[src/rcf_pkg.sv]
// Purpose: Shared constants and types of the rolling code transmit framer.
// Assumes: 40 MHz system clock, byte-addressed register port of 32-bit words.
// Notes:   Times are kept in their own units; cycle counts derive from them.
package rcf_pkg;

  // Clock and times
  localparam int unsigned CLK_HZ       = 40_000_000;
  localparam int unsigned DEBOUNCE_MS  = 30;
  localparam int unsigned DEBOUNCE_CYC = (CLK_HZ / 1000) * DEBOUNCE_MS;
  localparam int unsigned REPRESS_S    = 2;
  localparam int unsigned REPRESS_CYC  = CLK_HZ * REPRESS_S;
  localparam int unsigned TIMEOUT_S    = 20;
  localparam int unsigned TIMEOUT_CYC  = CLK_HZ * TIMEOUT_S;
  localparam int unsigned TE_US        = 200;
  localparam int unsigned TE_CYC       = (CLK_HZ / 1_000_000) * TE_US;

  // Frame shape in base symbol periods
  localparam int unsigned PREAMBLE_TE  = 23;
  localparam int unsigned HEADER_TE    = 10;
  localparam int unsigned GUARD_TE     = 39;
  localparam int unsigned PWM_BIT_TE   = 3;
  localparam int unsigned PWM_ONE_HI   = 1;
  localparam int unsigned PWM_ZERO_HI  = 2;
  localparam int unsigned MAN_BIT_TE   = 2;

  // Code word layout, bit 0 leaves first
  localparam int unsigned WORD_W     = 69;
  localparam int unsigned HOP_W      = 32;
  localparam int unsigned SERIAL_LSB = 32;
  localparam int unsigned FUNC_LSB   = 60;
  localparam int unsigned BATTERY_LOW_FLAG_BIT   = 64;
  localparam int unsigned CRC_LSB    = 65;
  localparam int unsigned QUE_LSB    = 67;
  localparam int unsigned CRC_SPAN   = 65;
  localparam int unsigned HOP_ROUNDS = 64;

  // Register byte offsets
  localparam logic [5:0] OFF_CTRL    = 6'h00;
  localparam logic [5:0] OFF_SERIAL  = 6'h04;
  localparam logic [5:0] OFF_DISC    = 6'h08;
  localparam logic [5:0] OFF_SYNC    = 6'h0c;
  localparam logic [5:0] OFF_KEY_LO  = 6'h10;
  localparam logic [5:0] OFF_KEY_HI  = 6'h14;
  localparam logic [5:0] OFF_SEED_LO = 6'h18;
  localparam logic [5:0] OFF_SEED_HI = 6'h1c;
  localparam logic [5:0] OFF_STATUS  = 6'h20;
  localparam logic [5:0] OFF_PROG    = 6'h24;

  // Reset values
  localparam logic [31:0] SERIAL_RST = 32'h0000_0000;
  localparam logic [15:0] SYNC_RST   = 16'h0000;

  typedef enum logic [3:0] {
    ST_IDLE, ST_DEBOUNCE, ST_BUILD, ST_PREAMBLE, ST_HEADER,
    ST_LEAD, ST_DATA, ST_TRAIL, ST_GUARD, ST_HOLD
  } rcf_state_t;

  // Control register, high bits first
  typedef struct packed {
    logic       coil_clamp;
    logic [1:0] overflow;
    logic       temporary_learn_window;
    logic       seed_en;
    logic [1:0] baud_sel;
    logic       ext_serial;
    logic       biphase_select;
  } rcf_cfg_t;

  typedef struct packed {
    logic [5:0]  addr;
    logic [31:0] wdata;
    logic        wr;
    logic        rd;
  } rcf_bus_req_t;

endpackage : rcf_pkg

[src/rcf_framer.sv]
// Purpose: Rolling code transmit framer of a keyfob encoder.
// Assumes: Pins arrive asynchronously; one 40 MHz clock; word register port.
// Notes:   The keyed mixer stands in for the real cipher core.
// Overview of operation
// Coil low plus switches starts transmission
// Wake, debounce 30 ms, then sample
// Encrypt counter, fixed and switch data
// Held switches resend same word with guard
// Counter advances; overflow bits sent
// Added switch aborts word immediately
// Full release finishes word, powers down
// Same combination within 2 s restarts
// Preamble, header, 32 hop, 37 fixed
// Guard idle after every word
// Plaintext: function, overflow, discrimination, counter
// Clear part: queue, check, battery, function, serial
// Extended serial replaces clear function bits
// Least significant bit leaves first
// Configurable pulse width or biphase coding
// Biphase adds leading and closing one
// All durations multiples of base period
// Programming mode: data and clock pins
// Coil send by clamping, receive detector
// Check bits over 65 bits, start zero
// Check bit update equations
// Frame lengths are design parameters
`timescale 1ns/10ps
`default_nettype none

module rcf_framer
  import rcf_pkg::*;
#(
  parameter int unsigned P_DEBOUNCE_CYC = DEBOUNCE_CYC,
  parameter int unsigned P_REPRESS_CYC  = REPRESS_CYC,
  parameter int unsigned P_TIMEOUT_CYC  = TIMEOUT_CYC,
  parameter int unsigned P_TE_CYC       = TE_CYC,
  parameter int unsigned P_PREAMBLE_TE  = PREAMBLE_TE,
  parameter int unsigned P_HEADER_TE    = HEADER_TE,
  parameter int unsigned P_GUARD_TE     = GUARD_TE,
  parameter int unsigned P_PWM_BIT_TE   = PWM_BIT_TE,
  parameter int unsigned P_PWM_ONE_HI   = PWM_ONE_HI,
  parameter int unsigned P_PWM_ZERO_HI  = PWM_ZERO_HI
) (
  input  wire logic         clk_sys,
  input  wire logic         arst_n,
  input  wire rcf_bus_req_t bus_req,
  output logic [31:0]       bus_rdata,
  input  wire logic         switch_in_0,
  input  wire logic         switch_in_1,
  input  wire logic         switch_in_2_lamp_out_in,
  output logic              switch_in_2_lamp_out_out,
  output logic              switch_in_2_lamp_out_oe_n,
  input  wire logic         coil_pin_a_in,
  output logic              coil_pin_a_out,
  output logic              coil_pin_a_oe_n,
  input  wire logic         coil_pin_b_in,
  output logic              coil_pin_b_out,
  output logic              coil_pin_b_oe_n,
  input  wire logic         data_pin_in,
  output logic              data_pin_out,
  output logic              data_pin_oe_n,
  input  wire logic         battery_low_flag,
  input  wire logic         prog_mode_in,
  output logic              tx_busy
);

  // Refuse shapes the counters cannot hold
  if (P_TE_CYC < 1 || P_TE_CYC * 8 > 65535 || P_PREAMBLE_TE < 1 ||
      P_HEADER_TE < 1 || P_GUARD_TE < 1 || P_PWM_BIT_TE < 2 ||
      P_PWM_ONE_HI >= P_PWM_BIT_TE || P_PWM_ZERO_HI >= P_PWM_BIT_TE ||
      P_PREAMBLE_TE > 65535 || P_GUARD_TE > 65535 || P_HEADER_TE > 65535 ||
      P_DEBOUNCE_CYC < 1 || P_REPRESS_CYC < 1 || P_TIMEOUT_CYC < 1)
  begin : g_bad_param
    $error("rcf_framer: unsupported parameter values");
  end

  typedef struct packed {
    rcf_state_t  fsm;
    logic [6:0]  meta;
    logic [6:0]  pin;
    logic        sck_d;
    logic [31:0] prog_sh;
    rcf_cfg_t    cfg;
    logic [31:0] serial;
    logic [9:0]  disc;
    logic [15:0] sync;
    logic [63:0] key;
    logic [59:0] seed;
    logic [31:0] rdata;
    logic [2:0]  func;
    logic        released;
    logic [1:0]  repeat_press_count;
    logic        seed_mode;
    logic        seed_pend;
    logic [68:0] word;
    logic [31:0] timer;
    logic [31:0] win;
    logic [31:0] life;
    logic [15:0] te_div;
    logic [15:0] seg;
    logic [6:0]  bit_idx;
    logic        tx_lvl;
  } rcf_st_t;

  rcf_st_t st_r;
  rcf_st_t st_nxt;

  // Keyed nonlinear mixer: any plaintext bit change spreads over the output
  function automatic logic [31:0] hop_mix(input logic [31:0] p,
                                          input logic [63:0] k);
    logic [31:0] x;
    logic        f;
    x = p;
    for (int i = 0; i < HOP_ROUNDS; i++) begin
      f = (x[1] & x[9]) ^ (x[20] | x[26]) ^ x[31];
      x = {f ^ x[0] ^ x[16] ^ k[i % 64], x[31:1]};
    end
    return x;
  endfunction : hop_mix

  // Serial check over the bits sent ahead of the check field
  function automatic logic [1:0] crc_of(input logic [68:0] w);
    logic [1:0] c;
    logic       d;
    c = 2'b00;
    for (int i = 0; i < CRC_SPAN; i++) begin
      d = c[0] ^ w[i];
      c = {d, d ^ c[1]};
    end
    return c;
  endfunction : crc_of

  // Element length in base periods
  function automatic logic [15:0] elem_len(input rcf_state_t s,
                                           input logic man);
    case (s)
      ST_PREAMBLE: return 16'(P_PREAMBLE_TE);
      ST_HEADER:   return 16'(P_HEADER_TE);
      ST_GUARD:    return 16'(P_GUARD_TE);
      ST_DATA:     return man ? 16'(MAN_BIT_TE) : 16'(P_PWM_BIT_TE);
      default:     return 16'(MAN_BIT_TE);
    endcase
  endfunction : elem_len

  // Line level for one base period of an element
  function automatic logic lvl_of(input rcf_state_t s, input logic [15:0] g,
                                  input logic b, input logic man);
    case (s)
      ST_PREAMBLE:      return ~g[0];
      ST_LEAD, ST_TRAIL: return g != 16'h0000;
      ST_DATA: begin
        if (man) begin
          return b ? (g != 16'h0000) : (g == 16'h0000);
        end
        return g < (b ? 16'(P_PWM_ONE_HI) : 16'(P_PWM_ZERO_HI));
      end
      default:          return 1'b0;
    endcase
  endfunction : lvl_of

  logic [2:0]  sw;
  logic        sending;
  logic        tick;
  logic        elem_end;
  logic [15:0] te_len;
  logic        seed_ok;
  logic        transponder;
  logic [31:0] plain;
  logic [68:0] new_word;

  assign sw          = st_r.pin[2:0];
  assign transponder = st_r.pin[3] && (sw == 3'b000);
  assign sending     = st_r.fsm inside {ST_PREAMBLE, ST_HEADER, ST_LEAD,
                                        ST_DATA, ST_TRAIL, ST_GUARD};
  // Base period scales by powers of two with the baud select
  assign te_len   = 16'(P_TE_CYC) << st_r.cfg.baud_sel;
  assign tick     = st_r.te_div == te_len - 16'h0001;
  assign elem_end = tick &&
                    st_r.seg == elem_len(st_r.fsm, st_r.cfg.biphase_select) -
                    16'h0001;
  assign seed_ok  = st_r.cfg.seed_en && st_r.cfg.temporary_learn_window;

  // Plaintext and the finished word
  assign plain = {{1'b0, st_r.func}, st_r.cfg.overflow, st_r.disc,
                  st_r.sync};
  always_comb begin
    new_word = '0;
    if (st_r.seed_mode) begin
      new_word[59:0] = st_r.seed;
      new_word[FUNC_LSB +: 4] = {1'b0, st_r.func};
    end else begin
      new_word[HOP_W-1:0] = hop_mix(plain, st_r.key);
      if (st_r.cfg.ext_serial) begin
        new_word[SERIAL_LSB +: 32] = st_r.serial;
      end else begin
        new_word[SERIAL_LSB +: 28] = st_r.serial[27:0];
        new_word[FUNC_LSB +: 4] = {1'b0, st_r.func};
      end
    end
    new_word[BATTERY_LOW_FLAG_BIT]      = st_r.pin[4];
    new_word[QUE_LSB +: 2]  = st_r.repeat_press_count;
    new_word[CRC_LSB +: 2]  = crc_of(new_word);
  end

  // Next state of the whole block
  always_comb begin
    st_nxt       = st_r;
    st_nxt.meta  = {data_pin_in, prog_mode_in, battery_low_flag,
                    coil_pin_a_in, switch_in_2_lamp_out_in, switch_in_1,
                    switch_in_0};
    st_nxt.pin   = st_r.meta;
    st_nxt.rdata = 32'h0000_0000;

    // Register writes
    if (bus_req.wr) begin
      case (bus_req.addr)
        OFF_CTRL:    st_nxt.cfg = bus_req.wdata[8:0];
        OFF_SERIAL:  st_nxt.serial = bus_req.wdata;
        OFF_DISC:    st_nxt.disc = bus_req.wdata[9:0];
        OFF_SYNC:    st_nxt.sync = bus_req.wdata[15:0];
        OFF_KEY_LO:  st_nxt.key[31:0] = bus_req.wdata;
        OFF_KEY_HI:  st_nxt.key[63:32] = bus_req.wdata;
        OFF_SEED_LO: st_nxt.seed[31:0] = bus_req.wdata;
        OFF_SEED_HI: st_nxt.seed[59:32] = bus_req.wdata[27:0];
        default:     st_nxt.cfg = st_r.cfg;
      endcase
    end

    // Register reads, data one cycle later; unmapped reads zero
    if (bus_req.rd) begin
      case (bus_req.addr)
        OFF_CTRL:    st_nxt.rdata = {23'h000000, st_r.cfg};
        OFF_SERIAL:  st_nxt.rdata = st_r.serial;
        OFF_DISC:    st_nxt.rdata = {22'h000000, st_r.disc};
        OFF_SYNC:    st_nxt.rdata = {16'h0000, st_r.sync};
        OFF_KEY_LO:  st_nxt.rdata = st_r.key[31:0];
        OFF_KEY_HI:  st_nxt.rdata = st_r.key[63:32];
        OFF_SEED_LO: st_nxt.rdata = st_r.seed[31:0];
        OFF_SEED_HI: st_nxt.rdata = {4'h0, st_r.seed[59:32]};
        OFF_STATUS:  st_nxt.rdata = {21'h000000, st_r.seed_mode,
                                     st_r.pin[4], st_r.pin[3], st_r.repeat_press_count,
                                     transponder, sending, st_r.fsm};
        OFF_PROG:    st_nxt.rdata = st_r.prog_sh;
        default:     st_nxt.rdata = 32'h0000_0000;
      endcase
    end

    // Programming mode shifts the data pin on each rising clock pin
    st_nxt.sck_d = st_r.pin[2];
    if (st_r.pin[5] && st_r.pin[2] && !st_r.sck_d) begin
      st_nxt.prog_sh = {st_r.prog_sh[30:0], st_r.pin[6]};
    end

    // Free counters: base period divider, window, activation life
    st_nxt.te_div = tick ? 16'h0000 : st_r.te_div + 16'h0001;
    if (st_r.win != 32'h0000_0000) begin
      st_nxt.win = st_r.win - 32'h0000_0001;
    end else if (st_r.fsm == ST_IDLE) begin
      st_nxt.repeat_press_count = 2'b00;
    end
    if (st_r.life != 32'h0000_0000) begin
      st_nxt.life = st_r.life - 32'h0000_0001;
    end
    if (tick) begin
      st_nxt.seg = elem_end ? 16'h0000 : st_r.seg + 16'h0001;
    end
    st_nxt.tx_lvl = sending &&
                    lvl_of(st_r.fsm, st_r.seg, st_r.word[st_r.bit_idx],
                           st_r.cfg.biphase_select);

    case (st_r.fsm)
      ST_IDLE: begin
        // Wake on a closure unless the coil field or programming holds us
        if (sw != 3'b000 && !st_r.pin[3] && !st_r.pin[5]) begin
          st_nxt.fsm   = ST_DEBOUNCE;
          st_nxt.timer = P_DEBOUNCE_CYC;
        end
      end
      ST_DEBOUNCE: begin
        if (st_r.timer != 32'h0000_0000) begin
          st_nxt.timer = st_r.timer - 32'h0000_0001;
        end else if (sw == 3'b000 || st_r.pin[3]) begin
          st_nxt.fsm = ST_IDLE;
        end else begin
          // A repeat of the same combination inside the window queues
          if (st_r.win != 32'h0000_0000 && sw == st_r.func) begin
            st_nxt.repeat_press_count = (st_r.repeat_press_count == 2'b11) ? 2'b11 : st_r.repeat_press_count + 2'b01;
          end else begin
            st_nxt.repeat_press_count = 2'b00;
            st_nxt.win = P_REPRESS_CYC;
          end
          st_nxt.func      = sw;
          st_nxt.released  = 1'b0;
          st_nxt.life      = P_TIMEOUT_CYC;
          st_nxt.sync      = st_r.sync + 16'h0001;
          st_nxt.seed_mode = (sw == 3'b111) && seed_ok;
          st_nxt.seed_pend = (sw == 3'b011) && seed_ok;
          st_nxt.fsm       = ST_BUILD;
        end
      end
      ST_BUILD: begin
        st_nxt.word    = new_word;
        st_nxt.bit_idx = 7'h00;
        st_nxt.seg     = 16'h0000;
        st_nxt.te_div  = 16'h0000;
        st_nxt.fsm     = ST_PREAMBLE;
      end
      ST_HOLD: begin
        if (sw == 3'b000) begin
          st_nxt.fsm = ST_IDLE;
        end
      end
      default: begin
        if (sw == 3'b000) begin
          st_nxt.released = 1'b1;
        end
        if ((sw & ~st_r.func) != 3'b000) begin
          st_nxt.fsm = ST_IDLE;
        end else if (st_r.released && sw == st_r.func &&
                     st_r.win != 32'h0000_0000) begin
          st_nxt.fsm   = ST_DEBOUNCE;
          st_nxt.timer = P_DEBOUNCE_CYC;
        end else if (elem_end) begin
          case (st_r.fsm)
            ST_PREAMBLE: st_nxt.fsm = ST_HEADER;
            ST_HEADER: begin
              st_nxt.bit_idx = 7'h00;
              st_nxt.fsm = st_r.cfg.biphase_select ? ST_LEAD : ST_DATA;
            end
            ST_LEAD:     st_nxt.fsm = ST_DATA;
            ST_DATA: begin
              if (st_r.bit_idx == 7'(WORD_W - 1)) begin
                st_nxt.fsm = st_r.cfg.biphase_select ? ST_TRAIL : ST_GUARD;
              end else begin
                st_nxt.bit_idx = st_r.bit_idx + 7'h01;
              end
            end
            ST_TRAIL:    st_nxt.fsm = ST_GUARD;
            default: begin
              // End of guard: power down, time out, or send again
              if (sw == 3'b000) begin
                st_nxt.fsm = ST_IDLE;
              end else if (st_r.life == 32'h0000_0000) begin
                st_nxt.fsm = ST_HOLD;
              end else if (st_r.seed_pend) begin
                st_nxt.seed_pend = 1'b0;
                st_nxt.seed_mode = 1'b1;
                st_nxt.fsm       = ST_BUILD;
              end else begin
                st_nxt.fsm = ST_PREAMBLE;
              end
            end
          endcase
        end
      end
    endcase
  end

  // State register
  always_ff @(posedge clk_sys or negedge arst_n) begin
    if (!arst_n) begin
      st_r        <= '0;
      st_r.fsm    <= ST_IDLE;
      st_r.serial <= SERIAL_RST;
      st_r.sync   <= SYNC_RST;
    end else begin
      st_r <= st_nxt;
    end
  end

  // Pins: data line released in programming mode; coil pins clamp together
  assign bus_rdata                 = st_r.rdata;
  assign data_pin_out              = st_r.tx_lvl;
  assign data_pin_oe_n             = st_r.pin[5];
  assign switch_in_2_lamp_out_out  = 1'b0;
  assign switch_in_2_lamp_out_oe_n = 1'b1;
  assign coil_pin_a_out            = 1'b0;
  assign coil_pin_b_out            = 1'b0;
  assign coil_pin_a_oe_n           = ~st_r.cfg.coil_clamp;
  assign coil_pin_b_oe_n           = ~st_r.cfg.coil_clamp;
  assign tx_busy                   = sending;
endmodule : rcf_framer

`default_nettype wire

[config.mk]
export PLATFORM = sky130hd
export DESIGN_NAME = rcf_framer
export DESIGN_NICKNAME = d
export VERILOG_FILES = /design/src/rcf_pkg.sv /design/src/rcf_framer.sv
export SDC_FILE = /design/constraint.sdc
export NUM_CORES = 1
export LEC_CHECK = 0
export BUFFER_PORTS_ARGS = -buffer_cell sky130_fd_sc_hd__buf_2
export CORE_UTILIZATION = 55
export CTS_CLUSTER_SIZE = 14
export DETAILED_ROUTE_END_ITERATION = 6
export GPL_TIMING_DRIVEN = 0
export HOLD_SLACK_MARGIN = 0.1
export PLACE_DENSITY_LB_ADDON = 0.08
export SYNTH_ARGS = -nofsm -noshare
export SYNTH_HDL_FRONTEND = slang
export SYNTH_SLANG_ARGS = --single-unit
[constraint.sdc]
create_clock -name clk_sys -period 16.2 [get_ports clk_sys]
set_clock_uncertainty 0.05 [all_clocks]
set_input_delay 3.24 -clock clk_sys [delete_from_list [all_inputs] [get_ports clk_sys]]
set_output_delay 3.24 -clock clk_sys [all_outputs]
set_load 0.05 [all_outputs]
==> impl_metrics.prom, run 1 <==
# TYPE chip_impl_metric gauge
chip_impl_info{name="run_status",value="complete, no violations"} 1
chip_impl_info{name="critical_path.startpoint",value="plain[28]$_DFFE_PN0P_"} 1
chip_impl_metric{name="fin_nets",unit=""} 3002
chip_impl_metric{name="remaining_drc_errors",unit=""} 0
chip_impl_metric{name="placementRows",unit=""} 83
chip_impl_metric{name="syn2layout_area_growth",unit="%"} 10.8
chip_impl_info{name="critical-path-slowest-cell",value="xnor2_1"} 1
chip_impl_metric{name="timing_max_transition_violations_final",unit=""} 0
chip_impl_metric{name="globalRouteOverflowTotal",unit=""} 0
chip_impl_metric{name="io_buffer_count",unit=""} 83
chip_impl_metric{name="cap_viol_max_count",unit=""} 0
chip_impl_metric{name="diodes",unit=""} 0
chip_impl_metric{name="period_share",unit="%"} 96.8
chip_impl_info{name="netlist.top_cell.by_area",value="dfrtp_1"} 1
chip_impl_metric{name="synth-async-reset-ratio",unit="%"} 100
chip_impl_metric{name="floorplan.die.width",unit="um"} 232
chip_impl_metric{name="vias_per_cell",unit=""} 6.21
chip_impl_metric{name="cts_buffers",unit=""} 53
chip_impl_metric{name="slowest_delay",unit="ps"} 700
chip_impl_metric{name="dp_slack",unit="ps"} 841
chip_impl_metric{name="post-cts-setup-buffer-count",unit=""} 0
chip_impl_info{name="min_from",value="st_nxt[470]$_DFF_PN0_"} 1
chip_impl_metric{name="maximum_clock_rate",unit="MHz"} 63.8
chip_impl_metric{name="hold_violations_final",unit=""} 0
chip_impl_metric{name="fillers",unit=""} 4333
chip_impl_metric{name="cts-resized-gates",unit=""} 0
chip_impl_metric{name="max-slew-margin-rel",unit="%"} 7.41
chip_impl_metric{name="crit_fanout",unit=""} 10
chip_impl_metric{name="post-route-util",unit="%"} 62.1
chip_impl_info{name="crit_path_frequent_cell",value="xnor2_1"} 1
chip_impl_metric{name="cts-root-to-sink-buffers",unit=""} 3
chip_impl_info{name="cp-endpoint",value="st_r[201]$_DFFE_PN0P_"} 1
chip_impl_metric{name="floorplan.io_pins",unit=""} 91
chip_impl_metric{name="syn_area",unit="um^2"} 29000
chip_impl_metric{name="worstPathRequired",unit="ps"} 16620
chip_impl_info{name="crit-reg2reg-capture",value="st_r[201]$_DFFE_PN0P_"} 1
chip_impl_metric{name="clk_pin_slew_worst_paths",unit="ps"} 60
chip_impl_metric{name="timing.final.setup_violations",unit=""} 0
chip_impl_metric{name="synth-edff-count",unit=""} 0
chip_impl_metric{name="synth_cells",unit=""} 2789
chip_impl_metric{name="grt_start_max_net_pins",unit=""} 126
chip_impl_metric{name="vert_die_dim",unit="um"} 232
chip_impl_metric{name="yosysTopAreaCellShare",unit="%"} 42.0
chip_impl_metric{name="detailed_routing_iteration_count_for_the_pre_antenna_repair_pass",unit=""} 6
chip_impl_metric{name="placed_cell_area",unit="um^2"} 30400
chip_impl_metric{name="floorplan.core_area",unit="um^2"} 51700
chip_impl_metric{name="routabilityCongestion",unit=""} 0.957
chip_impl_metric{name="totalNegativeSetupSlack",unit="ps"} 0
chip_impl_metric{name="reg2reg_path_depth",unit=""} 41
chip_impl_info{name="rsz_0062_raised_after_global_routing",value="no"} 1
chip_impl_metric{name="ys.warnings.count",unit=""} 0
chip_impl_metric{name="worst-slew-pin-transition",unit="ps"} 1380
chip_impl_metric{name="period_needed",unit="ps"} 15680
chip_impl_info{name="worst_setup_end_kind",value="register"} 1
chip_impl_metric{name="holdPathStages",unit=""} 0
chip_impl_metric{name="postLayoutSetupSlackWorst",unit="ps"} 519
chip_impl_info{name="startpoint_type",value="register"} 1
chip_impl_metric{name="yosysUniqueCellTypes",unit=""} 85
chip_impl_metric{name="routed_wire_length_per_instance",unit="um"} 25.3
chip_impl_metric{name="clkSinkCount",unit=""} 487
chip_impl_info{name="synth_ff_type",value="dfrtp_1"} 1
chip_impl_info{name="cts_tree",value="yes"} 1
chip_impl_info{name="crit_type",value="register to register"} 1
chip_impl_metric{name="postRouteAntennaNets",unit=""} 0
chip_impl_metric{name="htree_levels",unit=""} 2
chip_impl_metric{name="initial_core_util",unit="%"} 56.0
chip_impl_info{name="post_synth_main_area_contributors",value="dfrtp_1 42%, xnor2_1 11%, mux2_2 8.1%, xor2_1 3.9%, nor2_1 3.1%"} 1
chip_impl_metric{name="detailed_place_hpwl",unit="um"} 69700
chip_impl_metric{name="postSynthAreaPerCell",unit="um^2"} 10.4
chip_impl_metric{name="grt_pass1_vias",unit=""} 21971
chip_impl_metric{name="routed_wire_length",unit="um"} 92200
chip_impl_metric{name="via_count",unit=""} 22664
chip_impl_metric{name="regToRegSetupSlack",unit="ps"} 520
chip_impl_metric{name="postSynthRegisterBits",unit=""} 487
chip_impl_metric{name="endpoint_arrival_time_on_the_critical_path",unit="ps"} 16100
chip_impl_metric{name="antenna_found_initial",unit=""} 3
chip_impl_info{name="critical_path.reg2reg.startpoint",value="plain[28]$_DFFE_PN0P_"} 1
chip_impl_info{name="root_buffer",value="clkbuf_16"} 1
chip_impl_metric{name="grt_first_pass_wirelength",unit="um"} 138000
chip_impl_metric{name="grt_use_total",unit="%"} 34.6
chip_impl_metric{name="layout-drive-gt1-share",unit="%"} 16.9
chip_impl_metric{name="cts_hold_buf",unit=""} 0
chip_impl_metric{name="worst_skew_pair.late_latency",unit="ps"} 620
chip_impl_metric{name="part_of_the_yosys_area_used_for_sequential_elements",unit="%"} 42.0
chip_impl_metric{name="drtIter0Drc",unit=""} 2526
chip_impl_metric{name="post-route-cell-area",unit="um^2"} 32100
chip_impl_metric{name="design.die.area",unit="um^2"} 53600
chip_impl_info{name="min-delay-path-class",value="register to register"} 1
==> critical path: cells and delay by family, from the launching register on <==
| family | cells | cell delay (ps) |
|---|---|---|
| AOI/OAI and AO/OA | 3 | 800 |
| and+or+nand+nor | 4 | 730 |
| buffers and inverters | 3 | 910 |
| xor gates and xnor gates | 29 | 12130 |
| muxes | 2 | 530 |
| DFF | 1 | 320 |
==> registers in the layout, indices dropped and copies added (netlist names) <==
name           cells
st_nxt             8
st_r             411
bus_rdata         32
data_pin_oe_n      1
data_pin_out       1
new_word           3
plain             31
==> cell usage after synthesis, types with 4 or more instances <==
| cell type | instances |
|---|---|
| dfrtp_1 | 487 |
| xnor2_1 | 364 |
| nor2_1 | 243 |
| nand2_1 | 241 |
| mux2_2 | 209 |
| o21ai_0 | 136 |
| xor2_1 | 128 |
| a21oi_1 | 101 |
| clkbuf_1 | 97 |
| mux2i_1 | 63 |
| nand3_1 | 51 |
| a22oi_1 | 50 |
| nor3_1 | 48 |
| inv_1 | 43 |
| a31oi_1 | 39 |
| buf_4 | 39 |
| nor4_1 | 36 |
| a222oi_1 | 26 |
| or3_1 | 24 |
| buf_1 | 23 |
| mux4_2 | 22 |
| nand2b_1 | 22 |
| and3_1 | 21 |
| nor2b_1 | 20 |
| ha_1 | 19 |
| xnor3_1 | 19 |
| nand4_1 | 15 |
| a22o_1 | 13 |
| or4_1 | 12 |
| xnor3_2 | 12 |
| a221oi_1 | 11 |
| buf_2 | 11 |
| and2_1 | 9 |
| xnor2_2 | 9 |
| a211oi_1 | 8 |
| o31ai_1 | 8 |
| xnor2_4 | 8 |
| or2_2 | 6 |
| nand3b_1 | 5 |
| o211ai_1 | 5 |
| o21ai_1 | 5 |
| xor3_1 | 5 |
| nor3b_1 | 4 |
| o22ai_1 | 4 |
==> layer usage <==
metal	vias to the layer above	GRT usage (%)	wire length, um
met5	-	0	32
met4	4	11.8	3260
met3	185	5.77	8270
met2	1090	51.8	40300
met1	11397	50.7	40300
li1	9988	-	-
==> area by class of cell <==
cell class / instances / area (um^2) / area share, %
timing repair buffer: 87 / 536 / 1.67
sequential: 487 / 12200 / 37.9
tap: 680 / 851 / 2.65
buffer: 173 / 832 / 2.59
clock inverter: 17 / 265 / 0.826
clock buffer: 74 / 1480 / 4.59
inverter: 44 / 165 / 0.514
multi-input combinational: 2087 / 15800 / 49.2
==> placed cells by master (no fill, tap or decap), types with 50 or more instances in the layout <==
master / count
o21ai_0: 136
nand2_1: 241
dfrtp_1: 487
clkbuf_1: 111
a21oi_1: 101
mux2_2: 209
nand3_1: 51
xor2_1: 128
mux2i_1: 63
clkbuf_16: 53
nor2_1: 243
a22oi_1: 50
buf_2: 93
xnor2_1: 364
==> through the flow <==
stage	hold WS, ps	std cells
floorplan	281	2791
global placement	283	3554
detailed placement	289	3558
CTS	302	3649
global route	308	3649
finish	301	3649
==> how the worst min path moves through the flow <==
stage	slack (ps)	to
global route	310	st_r[470]$_DFF_PN0_
floorplan	280	data_pin_oe_n$_DFF_PN0_
CTS	300	st_r[470]$_DFF_PN0_
finish	300	st_r[470]$_DFF_PN0_
global placement	280	data_pin_oe_n$_DFF_PN0_
detailed placement	290	st_r[470]$_DFF_PN0_
==> cell families (layout without fill, tap and decap cells) <==
group	Yosys count	after routing	synth area share [%]
compound gates	441	441	9.65
xor+xnor	552	552	19.6
fa+ha+maj	19	19	0.820
buf+inv	217	395	3.44
flops	487	487	42.0
mux	297	297	12.1
other cells	2	4	0.0259
simple gates	774	774	12.3
Power of run 1 is left out: the tool's default activity adds up to more than one toggle a clock period on the data nets, which glitch-free logic cannot reach.
==> run 2, diff against run 1 <==
--- a/config.mk
+++ b/config.mk
@@ -5,6 +5,7 @@
 export SDC_FILE = /design/constraint.sdc
 export NUM_CORES = 1
 export LEC_CHECK = 0
+export ABC_AREA = 1
 export BUFFER_PORTS_ARGS = -buffer_cell sky130_fd_sc_hd__buf_2
 export CORE_UTILIZATION = 55
 export CTS_CLUSTER_SIZE = 14
==> run 2 against run 1 <==
The flow now finishes with violations (design-rule violations). Sequential cell count stayed put. Highest routed layer unchanged. Synthesized cell count increased by 39%. Core utilization is 0.26 points higher. Sequential share of layout area decreased by 0.98 points. Wire length increased by 7.7%. First-iteration DRC count increased by 6.0%. Synthesized area rose by 2.2%.
==> impl_metrics.prom, run 2 <==
# TYPE chip_impl_metric gauge
chip_impl_metric{name="worst_skew_pair.late_latency",unit="ps"} 610
chip_impl_metric{name="fillers",unit=""} 4935
chip_impl_info{name="regMostFlops",value="st_r"} 1
chip_impl_metric{name="worstPathRequired",unit="ps"} 16650
chip_impl_metric{name="design.die.area",unit="um^2"} 54800
chip_impl_metric{name="syn2layout_area_growth",unit="%"} 11.3
chip_impl_info{name="min_from",value="st_nxt[474]$_DFF_PN0_"} 1
chip_impl_info{name="run_status",value="finished with violations"} 1
chip_impl_metric{name="clkSinkCount",unit=""} 487
chip_impl_metric{name="clk_pin_slew_worst_paths",unit="ps"} 60
chip_impl_metric{name="grt_pass1_vias",unit=""} 25730
chip_impl_metric{name="timing.final.setup_violations",unit=""} 0
chip_impl_metric{name="vert_die_dim",unit="um"} 234
chip_impl_metric{name="postSynthAreaPerCell",unit="um^2"} 7.64
chip_impl_metric{name="part_of_the_yosys_area_used_for_sequential_elements",unit="%"} 41.1
chip_impl_metric{name="syn_area",unit="um^2"} 29600
chip_impl_info{name="netlist.top_cell.by_area",value="dfrtp_1"} 1
chip_impl_info{name="synth_ff_type",value="dfrtp_1"} 1
chip_impl_metric{name="globalRouteOverflowTotal",unit=""} 0
chip_impl_info{name="cts_tree",value="yes"} 1
chip_impl_info{name="timing.critical_path.max_delay_family",value="simple AND/OR/NAND/NOR gates"} 1
chip_impl_metric{name="period_needed",unit="ps"} 12880
chip_impl_metric{name="cts-resized-gates",unit=""} 0
chip_impl_metric{name="crit_fanout",unit=""} 9
chip_impl_metric{name="cts_hold_buf",unit=""} 0
chip_impl_metric{name="antenna_found_initial",unit=""} 3
chip_impl_metric{name="synth_cells",unit=""} 3879
chip_impl_metric{name="grt_first_pass_wirelength",unit="um"} 151000
chip_impl_metric{name="grt_use_total",unit="%"} 36.9
chip_impl_metric{name="worst-slew-pin-transition",unit="ps"} 1050
chip_impl_metric{name="synth-async-reset-ratio",unit="%"} 100
chip_impl_info{name="layout_commonest_cell",value="nand2_1"} 1
chip_impl_metric{name="routed_wire_length",unit="um"} 99200
chip_impl_info{name="root_buffer",value="clkbuf_16"} 1
chip_impl_metric{name="detailed_routing_iteration_count_for_the_pre_antenna_repair_pass",unit=""} 7
chip_impl_info{name="top_layer_used",value="met5"} 1
chip_impl_metric{name="floorplan.io_pins",unit=""} 91
chip_impl_info{name="critical_path.startpoint",value="plain[29]$_DFFE_PN0P_"} 1
chip_impl_metric{name="initial_core_util",unit="%"} 56.0
chip_impl_info{name="ys_top_cells_by_count",value="850 x nand2_1, 503 x inv_1, 487 x dfrtp_1, 442 x o21ai_0, 320 x nor2_1"} 1
chip_impl_metric{name="wl_met2",unit="um"} 44700
chip_impl_metric{name="ys.warnings.count",unit=""} 0
chip_impl_info{name="critical_path.reg2reg.startpoint",value="plain[29]$_DFFE_PN0P_"} 1
chip_impl_metric{name="slowest_delay",unit="ps"} 470
chip_impl_metric{name="postSynthRegisterBits",unit=""} 487
chip_impl_info{name="worst_setup_end_kind",value="register"} 1
chip_impl_metric{name="cap_viol_max_count",unit=""} 0
chip_impl_metric{name="routed_wire_length_per_instance",unit="um"} 20.9
chip_impl_metric{name="detail_route.wirelength.met1",unit="um"} 40500
chip_impl_metric{name="max-slew-margin-rel",unit="%"} 29.7
chip_impl_metric{name="maximum_clock_rate",unit="MHz"} 77.6
chip_impl_metric{name="drtIter0Drc",unit=""} 2678
chip_impl_info{name="most_frequent_cells_in_the_layout",value="850 x nand2_1, 503 x inv_1, 487 x dfrtp_1"} 1
chip_impl_metric{name="diodes",unit=""} 0
chip_impl_metric{name="via_count",unit=""} 27094
chip_impl_metric{name="critical_path.n_buffers_inverters",unit=""} 4
chip_impl_metric{name="routabilityCongestion",unit=""} 1.02
chip_impl_metric{name="largest_register_ffs",unit=""} 411
chip_impl_info{name="post_synth_main_area_contributors",value="dfrtp_1 41%, nand2_1 11%, o21ai_0 7.5%, inv_1 6.4%, xor2_1 6.0%"} 1
chip_impl_metric{name="fin_nets",unit=""} 4094
chip_impl_metric{name="postRouteAntennaNets",unit=""} 0
chip_impl_metric{name="regToRegSetupSlack",unit="ps"} 3320
chip_impl_info{name="rsz_0062_raised_after_global_routing",value="no"} 1
chip_impl_metric{name="io_buffer_count",unit=""} 84
chip_impl_metric{name="floorplan.die.width",unit="um"} 234
chip_impl_info{name="min-delay-path-class",value="register to register"} 1
chip_impl_metric{name="layout-drive-gt1-share",unit="%"} 10.5
chip_impl_metric{name="vias_per_cell",unit=""} 5.70
chip_impl_info{name="crit_type",value="register to register"} 1
chip_impl_metric{name="cts_buffers",unit=""} 54
chip_impl_metric{name="hold_violations_final",unit=""} 0
chip_impl_metric{name="post-cts-setup-buffer-count",unit=""} 0
chip_impl_metric{name="grt_start_max_net_pins",unit=""} 118
chip_impl_metric{name="synth-edff-count",unit=""} 0
chip_impl_metric{name="yosysUniqueCellTypes",unit=""} 55
chip_impl_metric{name="detailed_place_hpwl",unit="um"} 76100
chip_impl_metric{name="timing_max_transition_violations_final",unit=""} 0
chip_impl_metric{name="totalNegativeSetupSlack",unit="ps"} 0
chip_impl_metric{name="period_share",unit="%"} 79.5
chip_impl_info{name="violations",value="design-rule violations"} 1
chip_impl_metric{name="wl_met3",unit="um"} 8610
chip_impl_metric{name="floorplan.core_area",unit="um^2"} 52900
chip_impl_metric{name="htree_levels",unit=""} 2
chip_impl_metric{name="endpoint_arrival_time_on_the_critical_path",unit="ps"} 13330
chip_impl_metric{name="cts-root-to-sink-buffers",unit=""} 3
chip_impl_metric{name="placementRows",unit=""} 84
chip_impl_info{name="crit_path_frequent_cell",value="nand2_2"} 1
chip_impl_metric{name="yosysTopAreaCellShare",unit="%"} 41.1
chip_impl_metric{name="remaining_drc_errors",unit=""} 7
chip_impl_info{name="critical-path-slowest-cell",value="clkbuf_1"} 1
chip_impl_info{name="yosysMostFrequentCell",value="nand2_1"} 1
chip_impl_info{name="startpoint_type",value="register"} 1
[run 2: final timing paths]
path / to / cells past startpoint
worst max register to register: st_r[201]$_DFFE_PN0P_ / 108
worst max-delay path: st_r[201]$_DFFE_PN0P_ / 108
worst min register to register: data_pin_oe_n$_DFF_PN0_ / 0
max in group asynchronous: st_r[95]$_DFF_PN0_ / 4
worst min-delay path: data_pin_oe_n$_DFF_PN0_ / 0
min in group asynchronous: bus_rdata[31]$_DFF_PN0_ / 1
[run 2: final cells by class]
class | instances | area [um^2] | share of cell area, %
inverters | 534 | 2000 | 6.08
repair buffers | 88 | 541 | 1.64
flip-flops and latches | 487 | 12200 | 37.0
clock inverters | 23 | 307 | 0.930
well taps | 688 | 861 | 2.61
multi-input cells | 2697 | 14600 | 44.4
clock buffers | 77 | 1630 | 4.94
plain buffers | 163 | 800 | 2.42
[run 2: routing by layer]
layer | GRT usage (%) | up-vias
li1 | - | 12738
met1 | 48.5 | 12885
met2 | 57.5 | 1203
met3 | 7.51 | 262
met4 | 18.8 | 6
met5 | 0 | -
[run 2: logic make-up (layout without fill, tap and decap cells)]
family	after synthesis	in the layout	share of synthesized area [%]
xor gates and xnor gates	324	324	10.3
DFF	487	487	41.1
AOI/OAI and AO/OA	720	720	13.5
buffers and inverters	697	885	9.46
and+or+nand+nor	1627	1627	24.6
muxes	3	3	0.114
other	2	4	0.0253
adders and majority gates	19	19	0.802
[run 2: per-stage QoR]
stage | hold WS [ps] | worst slack, ps | util (%) | instances | cell area [um^2]
3_3_place_gp | 282 | 1630 | 58.5 | 4653 | 30900
6_report | 296 | 3320 | 62.4 | 4757 | 33000
2_1_floorplan | 281 | 6140 | - | 3881 | 29600
5_1_grt | 301 | 2320 | 62.4 | 4757 | 33000
4_1_cts | 299 | 3460 | 62.4 | 4757 | 33000
3_5_place_dp | 286 | 3480 | 58.7 | 4657 | 31000
Power of run 2 is left out for the same reason.
